--- config.mk ---
export PLATFORM = sky130hd
export DESIGN_NAME = core_regulator_control_regs
export DESIGN_NICKNAME = d
export VERILOG_FILES = /design/src/regctl_pkg.sv /design/src/core_regulator_control_regs.sv /design/src/good_tracker.sv
export SDC_FILE = /design/constraint.sdc
export NUM_CORES = 1
export LEC_CHECK = 0
export BUFFER_PORTS_ARGS = -buffer_cell sky130_fd_sc_hd__buf_2
export CAP_MARGIN = 20
export CELL_PAD_IN_SITES_DETAIL_PLACEMENT = 1
export CELL_PAD_IN_SITES_GLOBAL_PLACEMENT = 2
export CORE_MARGIN = 3
export CORE_UTILIZATION = 27
export CTS_BUF_LIST = sky130_fd_sc_hd__clkbuf_8
export DETAILED_ROUTE_END_ITERATION = 8
export GPL_ROUTABILITY_DRIVEN = 0
export PLACE_DENSITY_LB_ADDON = 0.2
export SLEW_MARGIN = 20
export SYNTH_ARGS = -nofsm -noshare
export SYNTH_HDL_FRONTEND = slang
export SYNTH_SLANG_ARGS = --single-unit
--- constraint.sdc ---
create_clock -name ref_clk_i -period 1.6 [get_ports ref_clk_i]
set_input_delay 0.16 -clock ref_clk_i [delete_from_list [all_inputs] [get_ports ref_clk_i]]
set_output_delay 0.16 -clock ref_clk_i [all_outputs]
set_load 0.05 [all_outputs]
--- src/regctl_pkg.sv ---
// package: register map, field layout, reset values and types for the
// core regulator control register bank
// assumes: 32-bit word registers on a plain strobe port
package regctl_pkg;

  localparam logic [31:0] BASE_ADDR        = 32'h4006_4000;
  localparam logic [3:0]  OFF_REG_CTRL     = 4'h0;
  localparam logic [3:0]  OFF_UV_CTRL      = 4'h4;
  localparam logic [3:0]  OFF_RESET_CAUSE  = 4'h8;
  localparam logic [3:0]  OFF_IRQ_STATUS   = 4'hc;
  localparam int          ADDR_W           = 4;

  // interrupt registers share one word layout
  localparam logic [3:0]  OFF_IRQ_ENABLE   = 4'h0;
  localparam logic [3:0]  OFF_IRQ_CLEAR    = 4'h4;

  localparam int          POS_ON           = 0;
  localparam int          POS_FLOAT        = 1;
  localparam int          POS_CODE_LO      = 4;
  localparam int          POS_GOOD         = 12;
  localparam int          POS_UV_ON        = 0;
  localparam int          POS_HAD_POR      = 8;
  localparam int          POS_HAD_RUN      = 16;
  localparam int          POS_HAD_DEBUG    = 20;

  localparam logic        RST_ON           = 1'b1;
  localparam logic        RST_FLOAT        = 1'b0;
  localparam logic [3:0]  RST_LEVEL        = 4'hb;
  localparam logic [3:0]  RST_UV_LEVEL     = 4'h9;
  localparam logic        RST_UV_ON        = 1'b1;

  // status bit positions of the interrupt word
  localparam int          IRQ_GOOD_RISE    = 0;
  localparam int          IRQ_GOOD_FALL    = 1;
  localparam int          IRQ_RESET_REQ    = 2;
  localparam int          IRQ_LATCH_OFF    = 3;
  localparam int          IRQ_W            = 4;

  typedef enum logic [1:0] {
    MODE_NORMAL,
    MODE_FLOAT,
    MODE_SHUTDOWN
  } reg_mode_type;

  typedef struct packed {
    logic       on;
    logic       float_sel;
    logic [3:0] level;
  } reg_ctrl_type;

  typedef struct packed {
    logic       on;
    logic [3:0] level;
  } uv_ctrl_type;

  typedef struct packed {
    logic [ADDR_W-1:0] addr;
    logic [31:0]       wdata;
    logic              wr;
    logic              rd;
  } bus_req_type;

endpackage : regctl_pkg

--- src/core_regulator_control_regs.sv ---
// core_regulator_control_regs: control and status for the core regulator
// and its undervoltage detector, with reset-cause flags and an interrupt
// assumes: analogue comparators give level outputs synchronous to clock
//
// Decided for this implementation: the strobed register port.
`timescale 1ns/1ns
`default_nettype none
module core_regulator_control_regs
  import regctl_pkg::*;
(
  input  wire logic              ref_clk_i,
  input  wire logic              rst_b_i,
  input  wire logic [ADDR_W-1:0] addr_i,
  input  wire logic [31:0]       wdata_i,
  input  wire logic              wr_i,
  input  wire logic              rd_i,
  input  wire logic              irq_page_i,
  input  wire logic              supply_fresh_i,
  input  wire logic              feeds_core_i,
  input  wire logic              above_assert_i,
  input  wire logic              below_deassert_i,
  input  wire logic              had_por_i,
  input  wire logic              had_run_i,
  input  wire logic              had_debug_i,
  output logic [31:0]            rdata_o,
  output logic                   reg_enable_o,
  output logic                   pin_release_o,
  output logic                   pin_pulldown_o,
  output logic [3:0]             output_level_code_o,
  output logic                   undervoltage_detect_o,
  output logic [3:0]             uv_level_code_o,
  output logic                   reset_event_o,
  output logic                   irq_o
);

  ////////////////////////////////////////////////////////////////////////
  // bus decode
  bus_req_type req;
  assign req = '{addr: addr_i, wdata: wdata_i, wr: wr_i, rd: rd_i};

  function automatic logic hit(input logic [ADDR_W-1:0] a,
                               input logic [3:0] off);
    hit = (a == off[ADDR_W-1:0]);
  endfunction : hit

  function automatic reg_mode_type mode_of(input reg_ctrl_type c);
    if (!c.on) begin
      mode_of = MODE_SHUTDOWN;
    end else if (c.float_sel) begin
      mode_of = MODE_FLOAT;
    end else begin
      mode_of = MODE_NORMAL;
    end
  endfunction : mode_of

  // irq_page_i selects the interrupt enable/clear window at 0x0 and 0x4
  logic sel_ctrl, sel_uv, sel_cause, sel_stat, sel_ien, sel_iclr;
  assign sel_ctrl  = !irq_page_i && hit(req.addr, OFF_REG_CTRL);
  assign sel_uv    = !irq_page_i && hit(req.addr, OFF_UV_CTRL);
  assign sel_cause = !irq_page_i && hit(req.addr, OFF_RESET_CAUSE);
  assign sel_stat  = !irq_page_i && hit(req.addr, OFF_IRQ_STATUS);
  assign sel_ien   = irq_page_i && hit(req.addr, OFF_IRQ_ENABLE);
  assign sel_iclr  = irq_page_i && hit(req.addr, OFF_IRQ_CLEAR);

  ////////////////////////////////////////////////////////////////////////
  // control registers
  reg_ctrl_type ctrl_q, ctrl_d;
  uv_ctrl_type  uv_q, uv_d;
  logic         latched_off_q, latched_off_d;
  logic         level_raised;
  logic         shut_req;

  always_comb begin
    ctrl_d        = ctrl_q;
    uv_d          = uv_q;
    latched_off_d = latched_off_q;
    level_raised  = 1'b0;
    shut_req      = 1'b0;
    if (req.wr && sel_ctrl && !latched_off_q) begin
      // reserved bits are simply not stored
      ctrl_d.on        = req.wdata[POS_ON];
      ctrl_d.float_sel = req.wdata[POS_FLOAT];
      ctrl_d.level     = req.wdata[POS_CODE_LO +: 4];
      level_raised     = ctrl_d.level > ctrl_q.level;
      shut_req         = !req.wdata[POS_ON];
    end
    if (req.wr && sel_uv) begin
      uv_d.on    = req.wdata[POS_UV_ON];
      uv_d.level = req.wdata[POS_CODE_LO +: 4];
    end
    // clear first so that a shutdown in the same cycle still latches
    if (supply_fresh_i) begin
      latched_off_d = 1'b0;
    end
    if (shut_req && feeds_core_i && uv_d.on) begin
      // brown-out will fire; regulator comes back as after reset
      ctrl_d = '{on: RST_ON, float_sel: RST_FLOAT, level: RST_LEVEL};
    end else if (shut_req && !uv_d.on) begin
      latched_off_d = 1'b1;
    end
  end

  always_ff @(posedge ref_clk_i or negedge rst_b_i) begin
    if (!rst_b_i) begin
      ctrl_q <= '{on: RST_ON, float_sel: RST_FLOAT, level: RST_LEVEL};
      uv_q   <= '{on: RST_UV_ON, level: RST_UV_LEVEL};
      latched_off_q <= 1'b0;
    end else begin
      ctrl_q <= ctrl_d;
      uv_q   <= uv_d;
      latched_off_q <= latched_off_d;
    end
  end

  ////////////////////////////////////////////////////////////////////////
  // analogue controls
  reg_mode_type mode;
  logic         reset_pulse;
  assign mode = latched_off_q ? MODE_SHUTDOWN : mode_of(ctrl_q);
  assign reset_pulse = shut_req && feeds_core_i && uv_d.on;

  logic enable_d, release_d, pulldown_d;
  always_comb begin
    enable_d   = 1'b0;
    release_d  = 1'b0;
    pulldown_d = 1'b0;
    unique case (mode)
      MODE_NORMAL:   enable_d   = 1'b1;
      MODE_FLOAT:    release_d  = 1'b1;
      MODE_SHUTDOWN: pulldown_d = 1'b1;
    endcase
  end

  always_ff @(posedge ref_clk_i or negedge rst_b_i) begin
    if (!rst_b_i) begin
      reg_enable_o          <= 1'b1;
      pin_release_o         <= 1'b0;
      pin_pulldown_o        <= 1'b0;
      output_level_code_o   <= RST_LEVEL;
      undervoltage_detect_o <= RST_UV_ON;
      uv_level_code_o       <= RST_UV_LEVEL;
      reset_event_o         <= 1'b0;
    end else begin
      reg_enable_o          <= enable_d;
      pin_release_o         <= release_d;
      pin_pulldown_o        <= pulldown_d;
      output_level_code_o   <= ctrl_q.level;
      undervoltage_detect_o <= uv_q.on;
      uv_level_code_o       <= uv_q.level;
      reset_event_o         <= reset_pulse;
    end
  end

  ////////////////////////////////////////////////////////////////////////
  // regulation-good flag
  logic good;
  good_tracker u_good (
    .ref_clk_i        (ref_clk_i),
    .rst_b_i          (rst_b_i),
    .above_assert_i   (above_assert_i),
    .below_deassert_i (below_deassert_i),
    .level_raised_i   (level_raised),
    .float_mode_i     (mode == MODE_FLOAT),
    .enabled_i        (mode != MODE_SHUTDOWN),
    .good_o           (good)
  );

  ////////////////////////////////////////////////////////////////////////
  // interrupts: status is sticky, set wins over clear
  logic [IRQ_W-1:0] stat_q, stat_d, ien_q, ien_d, events;
  logic             good_prev_q;

  always_comb begin
    events = '0;
    events[IRQ_GOOD_RISE] = good && !good_prev_q;
    events[IRQ_GOOD_FALL] = !good && good_prev_q;
    events[IRQ_RESET_REQ] = reset_pulse;
    events[IRQ_LATCH_OFF] = latched_off_d && !latched_off_q;
    stat_d = stat_q;
    if (req.wr && sel_iclr) begin
      stat_d = stat_q & ~req.wdata[IRQ_W-1:0];
    end
    stat_d = stat_d | events;
    ien_d = ien_q;
    if (req.wr && sel_ien) begin
      ien_d = req.wdata[IRQ_W-1:0];
    end
  end

  always_ff @(posedge ref_clk_i or negedge rst_b_i) begin
    if (!rst_b_i) begin
      stat_q      <= '0;
      ien_q       <= '0;
      good_prev_q <= 1'b0;
      irq_o       <= 1'b0;
    end else begin
      stat_q      <= stat_d;
      ien_q       <= ien_d;
      good_prev_q <= good;
      irq_o       <= |(stat_d & ien_d);
    end
  end

  ////////////////////////////////////////////////////////////////////////
  // read path: data stand one cycle after the strobe only
  logic [31:0] rdata_d;
  always_comb begin
    rdata_d = '0;
    if (req.rd) begin
      if (sel_ctrl) begin
        rdata_d[POS_ON]           = ctrl_q.on && !latched_off_q;
        rdata_d[POS_FLOAT]        = ctrl_q.float_sel;
        rdata_d[POS_CODE_LO +: 4] = ctrl_q.level;
        rdata_d[POS_GOOD]         = good;
      end else if (sel_uv) begin
        rdata_d[POS_UV_ON]        = uv_q.on;
        rdata_d[POS_CODE_LO +: 4] = uv_q.level;
      end else if (sel_cause) begin
        rdata_d[POS_HAD_POR]   = had_por_i;
        rdata_d[POS_HAD_RUN]   = had_run_i;
        rdata_d[POS_HAD_DEBUG] = had_debug_i;
      end else if (sel_stat) begin
        rdata_d[IRQ_W-1:0] = stat_q;
      end else if (sel_ien) begin
        rdata_d[IRQ_W-1:0] = ien_q;
      end
    end
  end

  always_ff @(posedge ref_clk_i or negedge rst_b_i) begin
    if (!rst_b_i) begin
      rdata_o <= '0;
    end else begin
      rdata_o <= rdata_d;
    end
  end

endmodule : core_regulator_control_regs
`default_nettype wire

--- src/good_tracker.sv ---
// good_tracker: regulation-good flag with hysteresis and level-raise drop
// assumes: comparator inputs are synchronous to ref_clk_i
`timescale 1ns/1ns
`default_nettype none
module good_tracker
  import regctl_pkg::*;
(
  input  wire logic       ref_clk_i,
  input  wire logic       rst_b_i,
  input  wire logic       above_assert_i,
  input  wire logic       below_deassert_i,
  input  wire logic       level_raised_i,
  input  wire logic       float_mode_i,
  input  wire logic       enabled_i,
  output logic            good_o
);

  logic good_d;

  always_comb begin
    good_d = good_o;
    if (above_assert_i) begin
      good_d = 1'b1;
    end
    if (below_deassert_i) begin
      good_d = 1'b0;
    end
    if (level_raised_i || float_mode_i || !enabled_i) begin
      good_d = 1'b0;
    end
  end

  always_ff @(posedge ref_clk_i or negedge rst_b_i) begin
    if (!rst_b_i) begin
      good_o <= 1'b0;
    end else begin
      good_o <= good_d;
    end
  end

endmodule : good_tracker
`default_nettype wire

==> results.md, run 1 <==
Die:
- For this configuration, the core starts out at a cell density of 0.2804.
- The number of standard-cell rows in the floorplan is 32.
- The die width is 95.82 microns.
- The y dimension of the die is 95.82 microns.
- The number of primary I/O pins is 94.
- After floorplanning, the core was sized to cover 7767 sq um.
- The die covers 9181 sq um.

Logic synthesis:
- The synthesized cell area is 2178 sq um.
- The cell count after synthesis is 181.
- Yosys mapped the design onto 48 distinct sky130hd cell types.
- The number of synthesized flops with an enable pin is 0.
- The mean post-synth cell area is 12.04 sq um.
- After synthesis, the share of flip-flops with an asynchronous set or reset is 1.000.
- In this run, synthesis produced a sequential element count of 48.
- The share of the Yosys chip area taken by registers is 0.5594.
- The main flop type after synthesis is dfrtp_1.
- The Yosys step of the flow raised 0 warnings.

Clocking:
- CTS saw 48 sinks.
- The TritonCTS clock tree is built.
- The root buffer cell chosen for the clock tree is clkbuf_8.
- The maximum clock insertion buffer count is 2.
- The register clock-pin slew on the reported worst setup and hold paths is 0.09 ns.
- The level count of the clock H-tree is 2.
- The clock latency on the worst-skew pair is 0.29 ns.
- The number of CTS-inserted buffers is 5.

Hold path:
- The path with the worst hold slack has its endpoint at latched_off_q.
- The worst hold path belongs to the class in -> reg.
- The startpoint identified for the worst hold timing path is supply_fresh_i.
- The worst hold path cell count is 2.

Pwr:
- Across the VDD grid, the largest voltage drop is 0.2990 mV.
- For this design the static power due to leakage is 1.378 nW.
- Of the total power, combinational logic draws 0.284.
- The clock group share of total power is 0.229.
- The sequential fraction of design power is 0.487.
- The proportion of total power due to net switching is 0.3512.
- The reported net switching power is 1.118 mW.
- Dividing total power by cell area gives a power density of 1197 nW/um^2.
- The cell internal power dissipation is 2.066 mW.

Run:
- The tool flagged a number of max-cap violations equal to 0.

Worst setup path:
- The startpoint-to-endpoint class of the critical path is reg -> reg.
- The launching point of the worst reg2reg path is ctrl_q[1].
- Tracing the worst setup path back leads to its startpoint at ctrl_q[1].
- The data arrival time at the worst-slack endpoint is 1.73 ns.
- The worst setup path is launched from a register.
- The worst register-to-register path ends at u_good.good_o.
- The number of cells on the worst reg-to-reg path is 7.
- The largest fanout on the critical path is 2.
- The data required time of the worst path is 1.78 ns.
- The minimum setup slack among reg-to-reg paths is 0.05 ns.
- The kind of capture point of the worst setup path is a register.

Routing:
- Dividing the detail-routed wire length by the instance count gives 13.71 microns.
- Across all layers, the routed design uses 1454 vias.
- The wire length after detailed routing is 4.772 mm.
- For this run, design rule violations remaining after detail routing come to 0.
- The mean number of vias per cell is 4.178.
- The number of optimization iterations in the first detailed-route pass is 4.
- The detail route stage leaves a number of antenna-violating nets equal to 0.
- The violation count after the first detailed-routing iteration is 39.

GRT:
- The global-route total usage across every layer is 0.1104.
- The number of antenna violations at the first check in global routing came to 0.
- The via count of the first global-routing pass came to 1487.
- The final global-route overflow total is 0.
- The first global-routing pass estimated 7.721 mm of wire.
- The maximum number of pins on one net before global-route repair is 49.

Timing:
- Of the available clock period, the critical path in the final layout requires 0.9684.
- The final max-slew violation count is 0.
- The clock tree skew after final layout is 0.003068 ns.
- The final-layout setup total negative slack is 0 ns.
- The final hold violation count was 0.
- The final critical path time including I/O delays and setup is 1.549 ns.
- Setup violations remaining at the end of the flow were counted as 0.
- Timing would allow up to 645.4 MHz.

Final layout:
- The final layout contains 297 nets.
- The sequential cells in the finished layout cover a total of 1219 sq um.
- The area of combinational cells with multiple inputs is 834.6 sq um.
- The library cell used most frequently in the layout, excluding fill and tap cells, is buf_2.
- The fraction of final layout cells sized beyond drive strength 1 is 0.4228.
- The top cell types in the final layout, fill and taps aside, are 49 x buf_2, 34 x dfrtp_1, 20 x conb_1.
- After the flow finishes, the layout carries non-filler instances totaling 348.
- From synthesis to final layout, the design area changed by 22.11%.
- Fill cells in the final layout number 915.
- The number of diodes is 0.

Run status:
- The flow ran to the end, and the final reports show no timing, DRC or antenna violations.

Placement:
- Including well taps, the total number of placed cells is 338.
- Port buffering added 49 buffers.
- Once detailed placement completed, the half-perimeter wirelength came to 3.620 mm.
-- cell type report --
| type | count | share of cell area |
|---|---|---|
| timing repair buffer | 62 | 0.1345 |
| inverter | 8 | 0.01176 |
| tap | 102 | 0.04798 |
| clock buffer | 6 | 0.03104 |
| clock inverter | 2 | 0.002822 |
| sequential | 48 | 0.4581 |
| multi-input combinational | 120 | 0.3137 |
-- critical path: stages (launching register included) --
cell and delay, ns:
dfstp_2 0.54, inv_2 0.05, ha_4 0.25, nor2b_4 0.13
o21ai_2 0.06, nand2b_1 0.07, a21oi_1 0.06, o311a_1 0.28
-- state kept, by name (all words and copies together), names as in the netlist --
| name | flops |
|---|---|
| irq_o | 1 |
| good_prev_q | 1 |
| pin_pulldown_o | 1 |
| uv_level_code_o | 4 |
| pin_release_o | 1 |
| uv_q | 5 |
| ctrl_q | 6 |
| reset_event_o | 1 |
| ien_q | 4 |
| stat_q | 4 |
| rdata_o | 12 |
| u_good.good_o | 1 |
| undervoltage_detect_o | 1 |
| reg_enable_o | 1 |
| latched_off_q | 1 |
| output_level_code_o | 4 |
-- layer usage --
layer / GRT usage / routed length (microns) / up-vias
li1: - / - / 701
met1: 0.1504 / 2188 / 704
met2: 0.1754 / 2258 / 44
met3: 0.02502 / 267 / 5
met4: 0.03199 / 58 / 0
met5: 0 / 0 / -
-- timing repair --
| item | CTS | global route |
|---|---|---|
| gates cloned | 0 | 0 |
| endpoints found under the hold margin | 34 | 0 |
| pin swaps | 0 | 0 |
| hold buffers | 1 | 0 |
| resized for setup | 0 | 5 |
| setup buffers | 1 | 0 |
| setup endpoints to repair | 1 | 1 |
-- cells by family after synthesis --
family,count (synthesis),share of synthesized area
flops,48,0.5594
compound gates,27,0.08845
buf+inv,32,0.1011
fa+ha+maj,4,0.02298
simple gates,57,0.1631
mux,12,0.06318
other cells,1,0.001721
-- through the flow --
stage	power [mW]	utilization	setup slack (ns)	area, sq um	hold slack, ns
4_1_cts	3.205	0.3394	0.002708	2636	0.02625
6_report	3.185	0.3425	0.05054	2660	0.03560
5_1_grt	3.394	0.3425	-0.01620	2660	0.03445
2_1_floorplan	2.238	-	0.09150	2250	-0.1356
3_5_place_dp	2.451	0.3255	-0.007755	2529	0.1703
3_3_place_gp	2.439	0.3255	0.01843	2529	0.1638
-- synth_stat cells (all sizes together), types with 2 or more instances --
library cell | instances | share of area
dfrtp | 34 | 0.39
buf | 24 | 0.087
nand2 | 17 | 0.033
dfstp | 14 | 0.17
nor2 | 13 | 0.026
mux2 | 8 | 0.045
inv | 7 | 0.012
a21oi | 5 | 0.011
a22oi | 5 | 0.020
o21ai | 5 | 0.011
and2 | 4 | 0.011
ha | 4 | 0.023
mux2i | 4 | 0.018
nand3 | 4 | 0.0092
and3 | 3 | 0.0086
nor2b | 3 | 0.0098
o211ai | 3 | 0.010
a21boi | 2 | 0.0069
and4 | 2 | 0.0092
nor3 | 2 | 0.012
or2 | 2 | 0.0057
-- power by group through the flow --
stage,sequential [mW],combinational (mW),clock [mW]
after detailed placement,1.58,0.871,0
after CTS,1.55,0.886,0.765
after floorplan,1.84,0.399,0
final,1.55,0.904,0.729
after global routing,1.58,0.984,0.832
after global placement,1.57,0.867,0
-- worst max-delay path by stage --
stage,depth (start not counted),slack (ns),end
after global routing,7,-0.02,u_good.good_o
after floorplan,7,0.09,u_good.good_o
after detailed placement,7,-0.008,u_good.good_o
after CTS,7,0.003,u_good.good_o
after global placement,7,0.02,u_good.good_o
final,7,0.05,u_good.good_o
Power figures use the tool's default switching activity.
==> run 2, diff against run 1 <==
--- a/config.mk
+++ b/config.mk
@@ -7,10 +7,8 @@
 export LEC_CHECK = 0
 export BUFFER_PORTS_ARGS = -buffer_cell sky130_fd_sc_hd__buf_2
 export CAP_MARGIN = 20
-export CELL_PAD_IN_SITES_DETAIL_PLACEMENT = 1
-export CELL_PAD_IN_SITES_GLOBAL_PLACEMENT = 2
 export CORE_MARGIN = 3
-export CORE_UTILIZATION = 27
+export CORE_UTILIZATION = 44
 export CTS_BUF_LIST = sky130_fd_sc_hd__clkbuf_8
 export DETAILED_ROUTE_END_ITERATION = 8
 export GPL_ROUTABILITY_DRIVEN = 0
==> results.md, run 2 (synthesis results as in run 1) <==
Timing:
- The slack of the critical path is -0.009633 ns.
- The final hold violation count is 0.
- Timing would allow up to 621.3 MHz.
- The clock tree skew after final layout is 0.007653 ns.
- The pin slew with the least headroom to its limit is 0.5169 ns.
- The final worst-path cycle share is 1.006.
- The final max-slew violation count came to 0.
- The final-layout setup total negative slack is -0.009633 ns.
- The total setup violations reported at the end of the flow is 1.
- The final critical path time including I/O delays and setup is 1.610 ns.
- Setup repair after global routing could not meet its margin everywhere.
- The relative slew slack is 0.6554.

Clocking:
- The TritonCTS clock tree is built.
- In this run the clock root is driven by a clkbuf_8.
- For this design, the sink count on the clock tree is 48.
- After clock tree synthesis, the clock-pin slew on the worst setup and hold paths is 0.09 ns.
- Counting along the longest clock path gives a buffer depth of 2.
- TritonCTS created 5 clock buffers.
- The level count of the clock H-tree is 2.
- The clock latency on the worst-skew pair is 0.30 ns.

Final layout:
- The fraction of final layout cells sized beyond drive strength 1 is 0.4100.
- The finished layout holds 304 standard cells, fillers aside.
- The number of nets in the layout is 290.
- Ranked by flip-flop count, first place goes to rdata_o.
- Summing all flip-flop and latch instances after layout gives 1219 sq um.
- The layout overhead on the synthesized area is 18.44%.
- Fill cells in the final layout number 413.
- Leaving out fill and tap cells, the most frequent cells in the layout are 49 x buf_2, 34 x dfrtp_1, 20 x conb_1.
- In the final layout, the registers with the most flip-flops are rdata_o: 12 flops, ctrl_q: 6 flops, uv_q: 5 flops.
- The most common cell after layout, fill and taps aside is buf_2.
- The flip-flop count of the largest register, all copies and words added is 12.
- The area of combinational cells with multiple inputs is 827.0 sq um.
- The number of diodes is 0.
- The post-layout instance area is 2580 sq um.

Worst setup path:
- The cell class contributing the biggest share of worst-path delay is flip-flops.
- For the worst setup path, the data required time is 1.79 ns.
- The startpoint-to-endpoint class of the critical path is reg -> reg.
- At the worst endpoint, the arrival time is 1.80 ns.
- The kind of capture point of the worst setup path is a register.
- The count of buffering cells on the critical path with inverters included is 1.
- The delay of the slowest cell on the worst path is 0.55 ns.
- The largest fanout on the critical path is 2.
- Traced cell by cell, the critical path runs through inv_2 -> ha_4 -> nor2b_1 -> o21ai_1 -> nand2b_1 -> a21oi_2 -> o311a_1.
- The slowest stage cell on the critical path is dfstp_2.
- The launching element type of the critical path is a register.

Placement:
- Summing all placed instances gives a cell area of 2422 sq um.
- The post-placement cell count is 293.
- The count of buffers added on input and output ports is 49.
- Once detailed placement completed, the half-perimeter wirelength came to 3.088 mm.

Run status:
- The flow ran to the end, but the final reports show violations.
- The checks that failed: negative setup slack.

Pwr:
- For this design the ratio of total power to cell area is 1286 nW/um^2.
- The combinational power share is 0.268.
- The maximum vdd ir drop is 0.5301 mV.
- The cell leakage power is 1.342 nW.
- The cell internal power dissipation is 2.184 mW.
- The share of total power dissipated in sequential elements is 0.466.
- The proportion of total power due to net switching is 0.3418.
- The reported net switching power is 1.134 mW.
- The clock group share of total power is 0.267.

Routing:
- The violation count after the first detailed-routing iteration is 73.
- Using the TritonRoute via totals, the vias-per-cell ratio works out to 4.701.
- The number of routed nets with antenna violations is 0.
- The wire length after detailed routing is 4.088 mm.
- For this run, the detailed router's first-pass iteration total came to 4.
- After detailed routing, the number of remaining DRC violations is 0.
- After detailed routing, the average wire length per cell comes to 13.45 microns.
- The routed layout has 1429 vias.

Die:
- Row generation in the floorplan step produced 24 rows.
- For this configuration, the core starts out at a cell density of 0.4772.
- The y dimension of the die is 76.36 microns.
- The die is 76.36 microns wide.
- The die covers 5831 sq um.
- The number of primary I/O pins is 94.
- The core region is 4564 sq um.

GRT:
- For this run the aggregate overflow at the end of global routing stands at 0.
- The maximum number of pins on one net before global-route repair is 28.
- The wire length of the first global-routing pass is 7.182 mm.
- The number of antenna violations at the first check in global routing is 0.
- The via count of the first global-routing pass came to 1442.
- In the global route stage, overall resource usage came out at 0.1556.

Run:
- Max-cap violations in this run came to 0.

Hold path:
- The worst min-delay path category is in -> reg.
==> run 2: changes by cell type in the layout (fill, tap and decap cells not counted) <==
cell | previous run | this run
clkbuf_8 | 6 | 5
a21oi_2 | 0 | 1
nor2b_4 | 1 | 0
o21ai_2 | 1 | 0
a21oi_1 | 5 | 4
buf_4 | 11 | 4
inv_1 | 8 | 6
o21ai_1 | 3 | 4
clkinv_4 | 0 | 2
nor2b_1 | 1 | 2
bufinv_16 | 0 | 1
==> run 2: layer usage <==
layer / routed length, microns / global-route usage / part of all wire
met1: 1767 / 0.2085 / 0.43
met5: 0 / 0 / 0
met2: 1944 / 0.2460 / 0.48
met4: 63 / 0.05435 / 0.015
met3: 312 / 0.03901 / 0.076
==> run 2: stage by stage <==
stage	hold WS [ns]	worst slack [ns]	total power, mW	utilization
global route	0.02204	-0.09128	3.491	0.5652
finish	0.02108	-0.009633	3.318	0.5652
floorplan	-0.1356	0.09150	2.238	-
CTS	0.009983	0.01213	3.325	0.5600
global placement	0.1605	0.03316	2.409	0.5307
detailed placement	0.1699	0.007495	2.419	0.5307
==> run 2: worst reg2reg max path, stage by stage (launching register included) <==
cell	delay, ns
dfstp_2	0.55
inv_2	0.05
ha_4	0.25
nor2b_1	0.12
o21ai_1	0.07
nand2b_1	0.08
a21oi_2	0.06
o311a_1	0.32
==> run 2: final cells by class <==
class                           instances  share of cell area
Tap cell                               65             0.03152
Clock inverter                          3             0.01843
Timing Repair Buffer                   55              0.1183
Clock buffer                            5             0.02667
Inverter                                8             0.01212
Multi-Input combinational cell        120              0.3206
Sequential cell                        48              0.4724
==> run 2: power by group through the flow <==
| stage | logic [mW] | clock network [mW] | registers [mW] |
|---|---|---|---|
| 2_1_floorplan | 0.399 | 0 | 1.84 |
| 3_3_place_gp | 0.842 | 0 | 1.57 |
| 3_5_place_dp | 0.849 | 0 | 1.57 |
| 4_1_cts | 0.866 | 0.914 | 1.55 |
| 5_1_grt | 0.956 | 0.961 | 1.57 |
| 6_report | 0.888 | 0.885 | 1.55 |
==> run 2: path summary, 6_finish.rpt <==
kind / depth (start not counted) / slack, ns / startpoint / to
max: 7 / -0.01 / ctrl_q[1] / u_good.good_o
min: 2 / 0.02 / supply_fresh_i / latched_off_q
max reg2reg: 7 / -0.01 / ctrl_q[1] / u_good.good_o
min reg2reg: 0 / 0.38 / uv_q[3] / uv_level_code_o[3]
max in group asynchronous: 3 / 0.65 / rst_b_i / uv_q[3]
min in group asynchronous: 2 / 0.37 / rst_b_i / rdata_o[1]
==> run 2: timing repair <==
action | 4_1_cts | 5_1_grt
pin swaps | 0 | 4
hold endpoints to repair | 18 | 0
buffers inserted | 1 | 1
hold buffers | 1 | 0
gates resized for setup | 0 | 4
endpoints found under the setup margin | 1 | 1
==> run 3, diff against run 2 <==
--- a/config.mk
+++ b/config.mk
@@ -5,12 +5,12 @@
 export SDC_FILE = /design/constraint.sdc
 export NUM_CORES = 1
 export LEC_CHECK = 0
-export BUFFER_PORTS_ARGS = -buffer_cell sky130_fd_sc_hd__buf_2
 export CAP_MARGIN = 20
 export CORE_MARGIN = 3
-export CORE_UTILIZATION = 44
+export CORE_UTILIZATION = 55
 export CTS_BUF_LIST = sky130_fd_sc_hd__clkbuf_8
 export DETAILED_ROUTE_END_ITERATION = 8
+export DONT_BUFFER_PORTS = 1
 export GPL_ROUTABILITY_DRIVEN = 0
 export PLACE_DENSITY_LB_ADDON = 0.2
 export SLEW_MARGIN = 20
==> results.md, run 3 (synthesis results as in run 1) <==
Clocking:
- Clock latency on the worst-skew pair, taken at its later pin, is 0.30 ns.
- The level count of the clock H-tree is 2.
- The clock tree root driver cell is clkbuf_8.
- The number of CTS-inserted buffers is 5.
- CTS saw 48 sinks.
- The maximum clock insertion buffer count is 2.
- The TritonCTS clock tree is built.
- The register clock-pin slew on the reported worst setup and hold paths is 0.09 ns.

Timing:
- Setup violations remaining at the end of the flow were counted as 0.
- The final hold violation count is 0.
- Setup repair after global routing could not meet its margin everywhere.
- The final worst-path cycle share is 0.9692.
- The maximum achievable frequency is 644.8 MHz.
- The final max-slew violation count is 0.
- The final critical path time including I/O delays and setup is 1.551 ns.
- The clock arrives with 0.004297 ns of skew.

Final layout:
- Leaving out fill and tap cells, the most frequent cells in the layout are 34 x dfrtp_1, 20 x conb_1, 16 x nand2_1.
- 0 antenna diodes ended up in the layout.
- The register ranked first by flip-flop count is rdata_o.
- The layout overhead on the synthesized area is 11.03%.
- The number of filler instances in the final layout is 317.
- After routing the design area is 2419 sq um.
- The number of nets in the layout is 250.
- In the final layout, the registers with the most flip-flops are rdata_o: 12 flops, ctrl_q: 6 flops, uv_q: 5 flops.
- In the final layout, the share of cells above drive strength 1 is 0.2362.
- Leaving out fill and tap cells, the most frequent cell in the layout is dfrtp_1.
- The final cell utilization of the core is 0.6461.
- The flip-flop count of the largest register, all copies and words added is 12.

Worst setup path:
- The startpoint-to-endpoint class of the critical path is reg -> reg.
- The cell class contributing the biggest share of worst-path delay is flip-flops.
- The worst register-to-register path begins at ctrl_q[1].
- The delay of the slowest cell on the worst path is 0.55 ns.
- Traced cell by cell, the critical path runs through inv_2 -> ha_4 -> nor2b_4 -> o21ai_1 -> nand2b_1 -> a21oi_1 -> o311a_1.
- The kind of capture point of the worst setup path is a register.
- STA classifies the critical path startpoint as a register.
- Among all stages on the critical path, the largest delay is contributed by dfstp_2.
- STA puts the critical path data arrival time at 1.74 ns.
- The count of buffering cells on the critical path with inverters included is 1.
- The largest fanout on the critical path is 2.
- The timing startpoint of the critical path is ctrl_q[1].
- For the worst setup path, the data required time is 1.79 ns.

Run:
- The number of violations of the max-capacitance limit is 0.

GRT:
- The wire length of the first global-routing pass is 6.603 mm.
- The number of antenna violations at the first check in global routing is 0.
- The global-route total usage across every layer is 0.1930.
- The maximum number of pins on one net before global-route repair is 49.
- The via count of the first global-routing pass came to 1328.
- The final global-route overflow total is 0.

Die:
- Row generation in the floorplan step produced 22 rows.
- The number of primary I/O pins is 94.
- The floorplan core area is 3744 sq um.
- The die covers 4752 sq um.
- In this run the vertical extent of the chip is 68.94 microns.
- In this run the horizontal extent of the chip is 68.94 microns.
- The initial standard-cell utilization of the core is 0.5819.

Pwr:
- The total power divided by cell area is 1341 nW/um^2.
- The maximum vdd ir drop is 0.5785 mV.
- Summed over all cells, the static leakage comes to 1.163 nW.

Hold path:
- In this run the most critical hold path is launched from wdata_i[4].
- The worst min-delay path category is in -> reg.

Run status:
- The run finished with clean final reports.

Routing:
- The number of optimization iterations in the first detailed-route pass is 4.
- The wire length after detailed routing is 4.178 mm.
- The detailed router placed 1325 vias in this run.
- The average detailed-routed wire length per instance is 16.91 microns.
- The mean number of vias per cell is 5.364.
- For this run, design rule violations remaining after detail routing come to 0.
- The first routing iteration left 93 violations.
- The number of routed nets with antenna violations is 0.

Placement:
- The count of buffers added on input and output ports is 0.
- Once placement finished, the instance area stood at 2128 sq um.
- After legalization and detailed placement, the total HPWL measured 2.918 mm.
==> run 3: changes by cell type in the layout (fill, tap and decap cells not counted), sizes merged <==
cell         previous run  this run
buf                    54         3
dlygate4sd3             1        12
clkinv                  3         1
clkinvlp                0         1
inv                     7         8
==> run 3: layout make-up <==
class                           count  area (sq um)  share of cell area
Inverter                            8         31.28             0.01293
Multi-Input combinational cell    120         830.8              0.3435
Clock inverter                      3         46.29             0.01914
Clock buffer                        5         68.82             0.02845
Sequential cell                    48          1219              0.5039
Tap cell                           48         60.06             0.02483
Timing Repair Buffer               15         162.7             0.06725
==> run 3: through the flow <==
step                std cells  hold WS [ns]  power [mW]  setup WS, ns  TNS [ns]
floorplan                 200       -0.1356       2.238       0.09150         0
global placement          225       -0.1345       2.260       0.04000         0
detailed placement        225       -0.1345       2.285      -0.01468  -0.01468
CTS                       247      0.007763       3.250      0.006829         0
global route              247      0.009674       3.398      -0.01989  -0.01989
finish                    247       0.01815       3.244       0.04923         0
==> run 3: worst paths after layout <==
path	end	slack (ns)	cells past startpoint
max	u_good.good_o	0.05	7
max in group asynchronous	uv_q[0]	0.97	2
min	ctrl_q[0]	0.02	2
max reg2reg	u_good.good_o	0.05	7
min in group asynchronous	rdata_o[16]	0.37	2
min reg2reg	uv_level_code_o[0]	0.38	0
==> run 3: what timing repair did <==
item                                    CTS  global route
resized for setup                         1             4
endpoints found under the setup margin    1             1
hold buffers                             13             0
hold endpoints to repair                 66             0
buffers inserted                          1             0
==> run 3: layer usage <==
layer	wire length, microns	up-vias	global-route usage
li1	-	610	-
met3	319	8	0.06159
met5	0	-	0
met4	70	0	0.08029
met1	1777	652	0.2363
met2	2011	55	0.3131
==> run 3: report_power, final <==
| part | leakage, nW | switching, mW | internal (mW) | total (mW) |
|---|---|---|---|---|
| combinational | 0.514 | 0.291 | 0.204 | 0.495 |
| clock | 0.0548 | 0.421 | 0.471 | 0.891 |
| sequential | 0.594 | 0.397 | 1.46 | 1.86 |
| total | 1.16 | 1.11 | 2.14 | 3.24 |
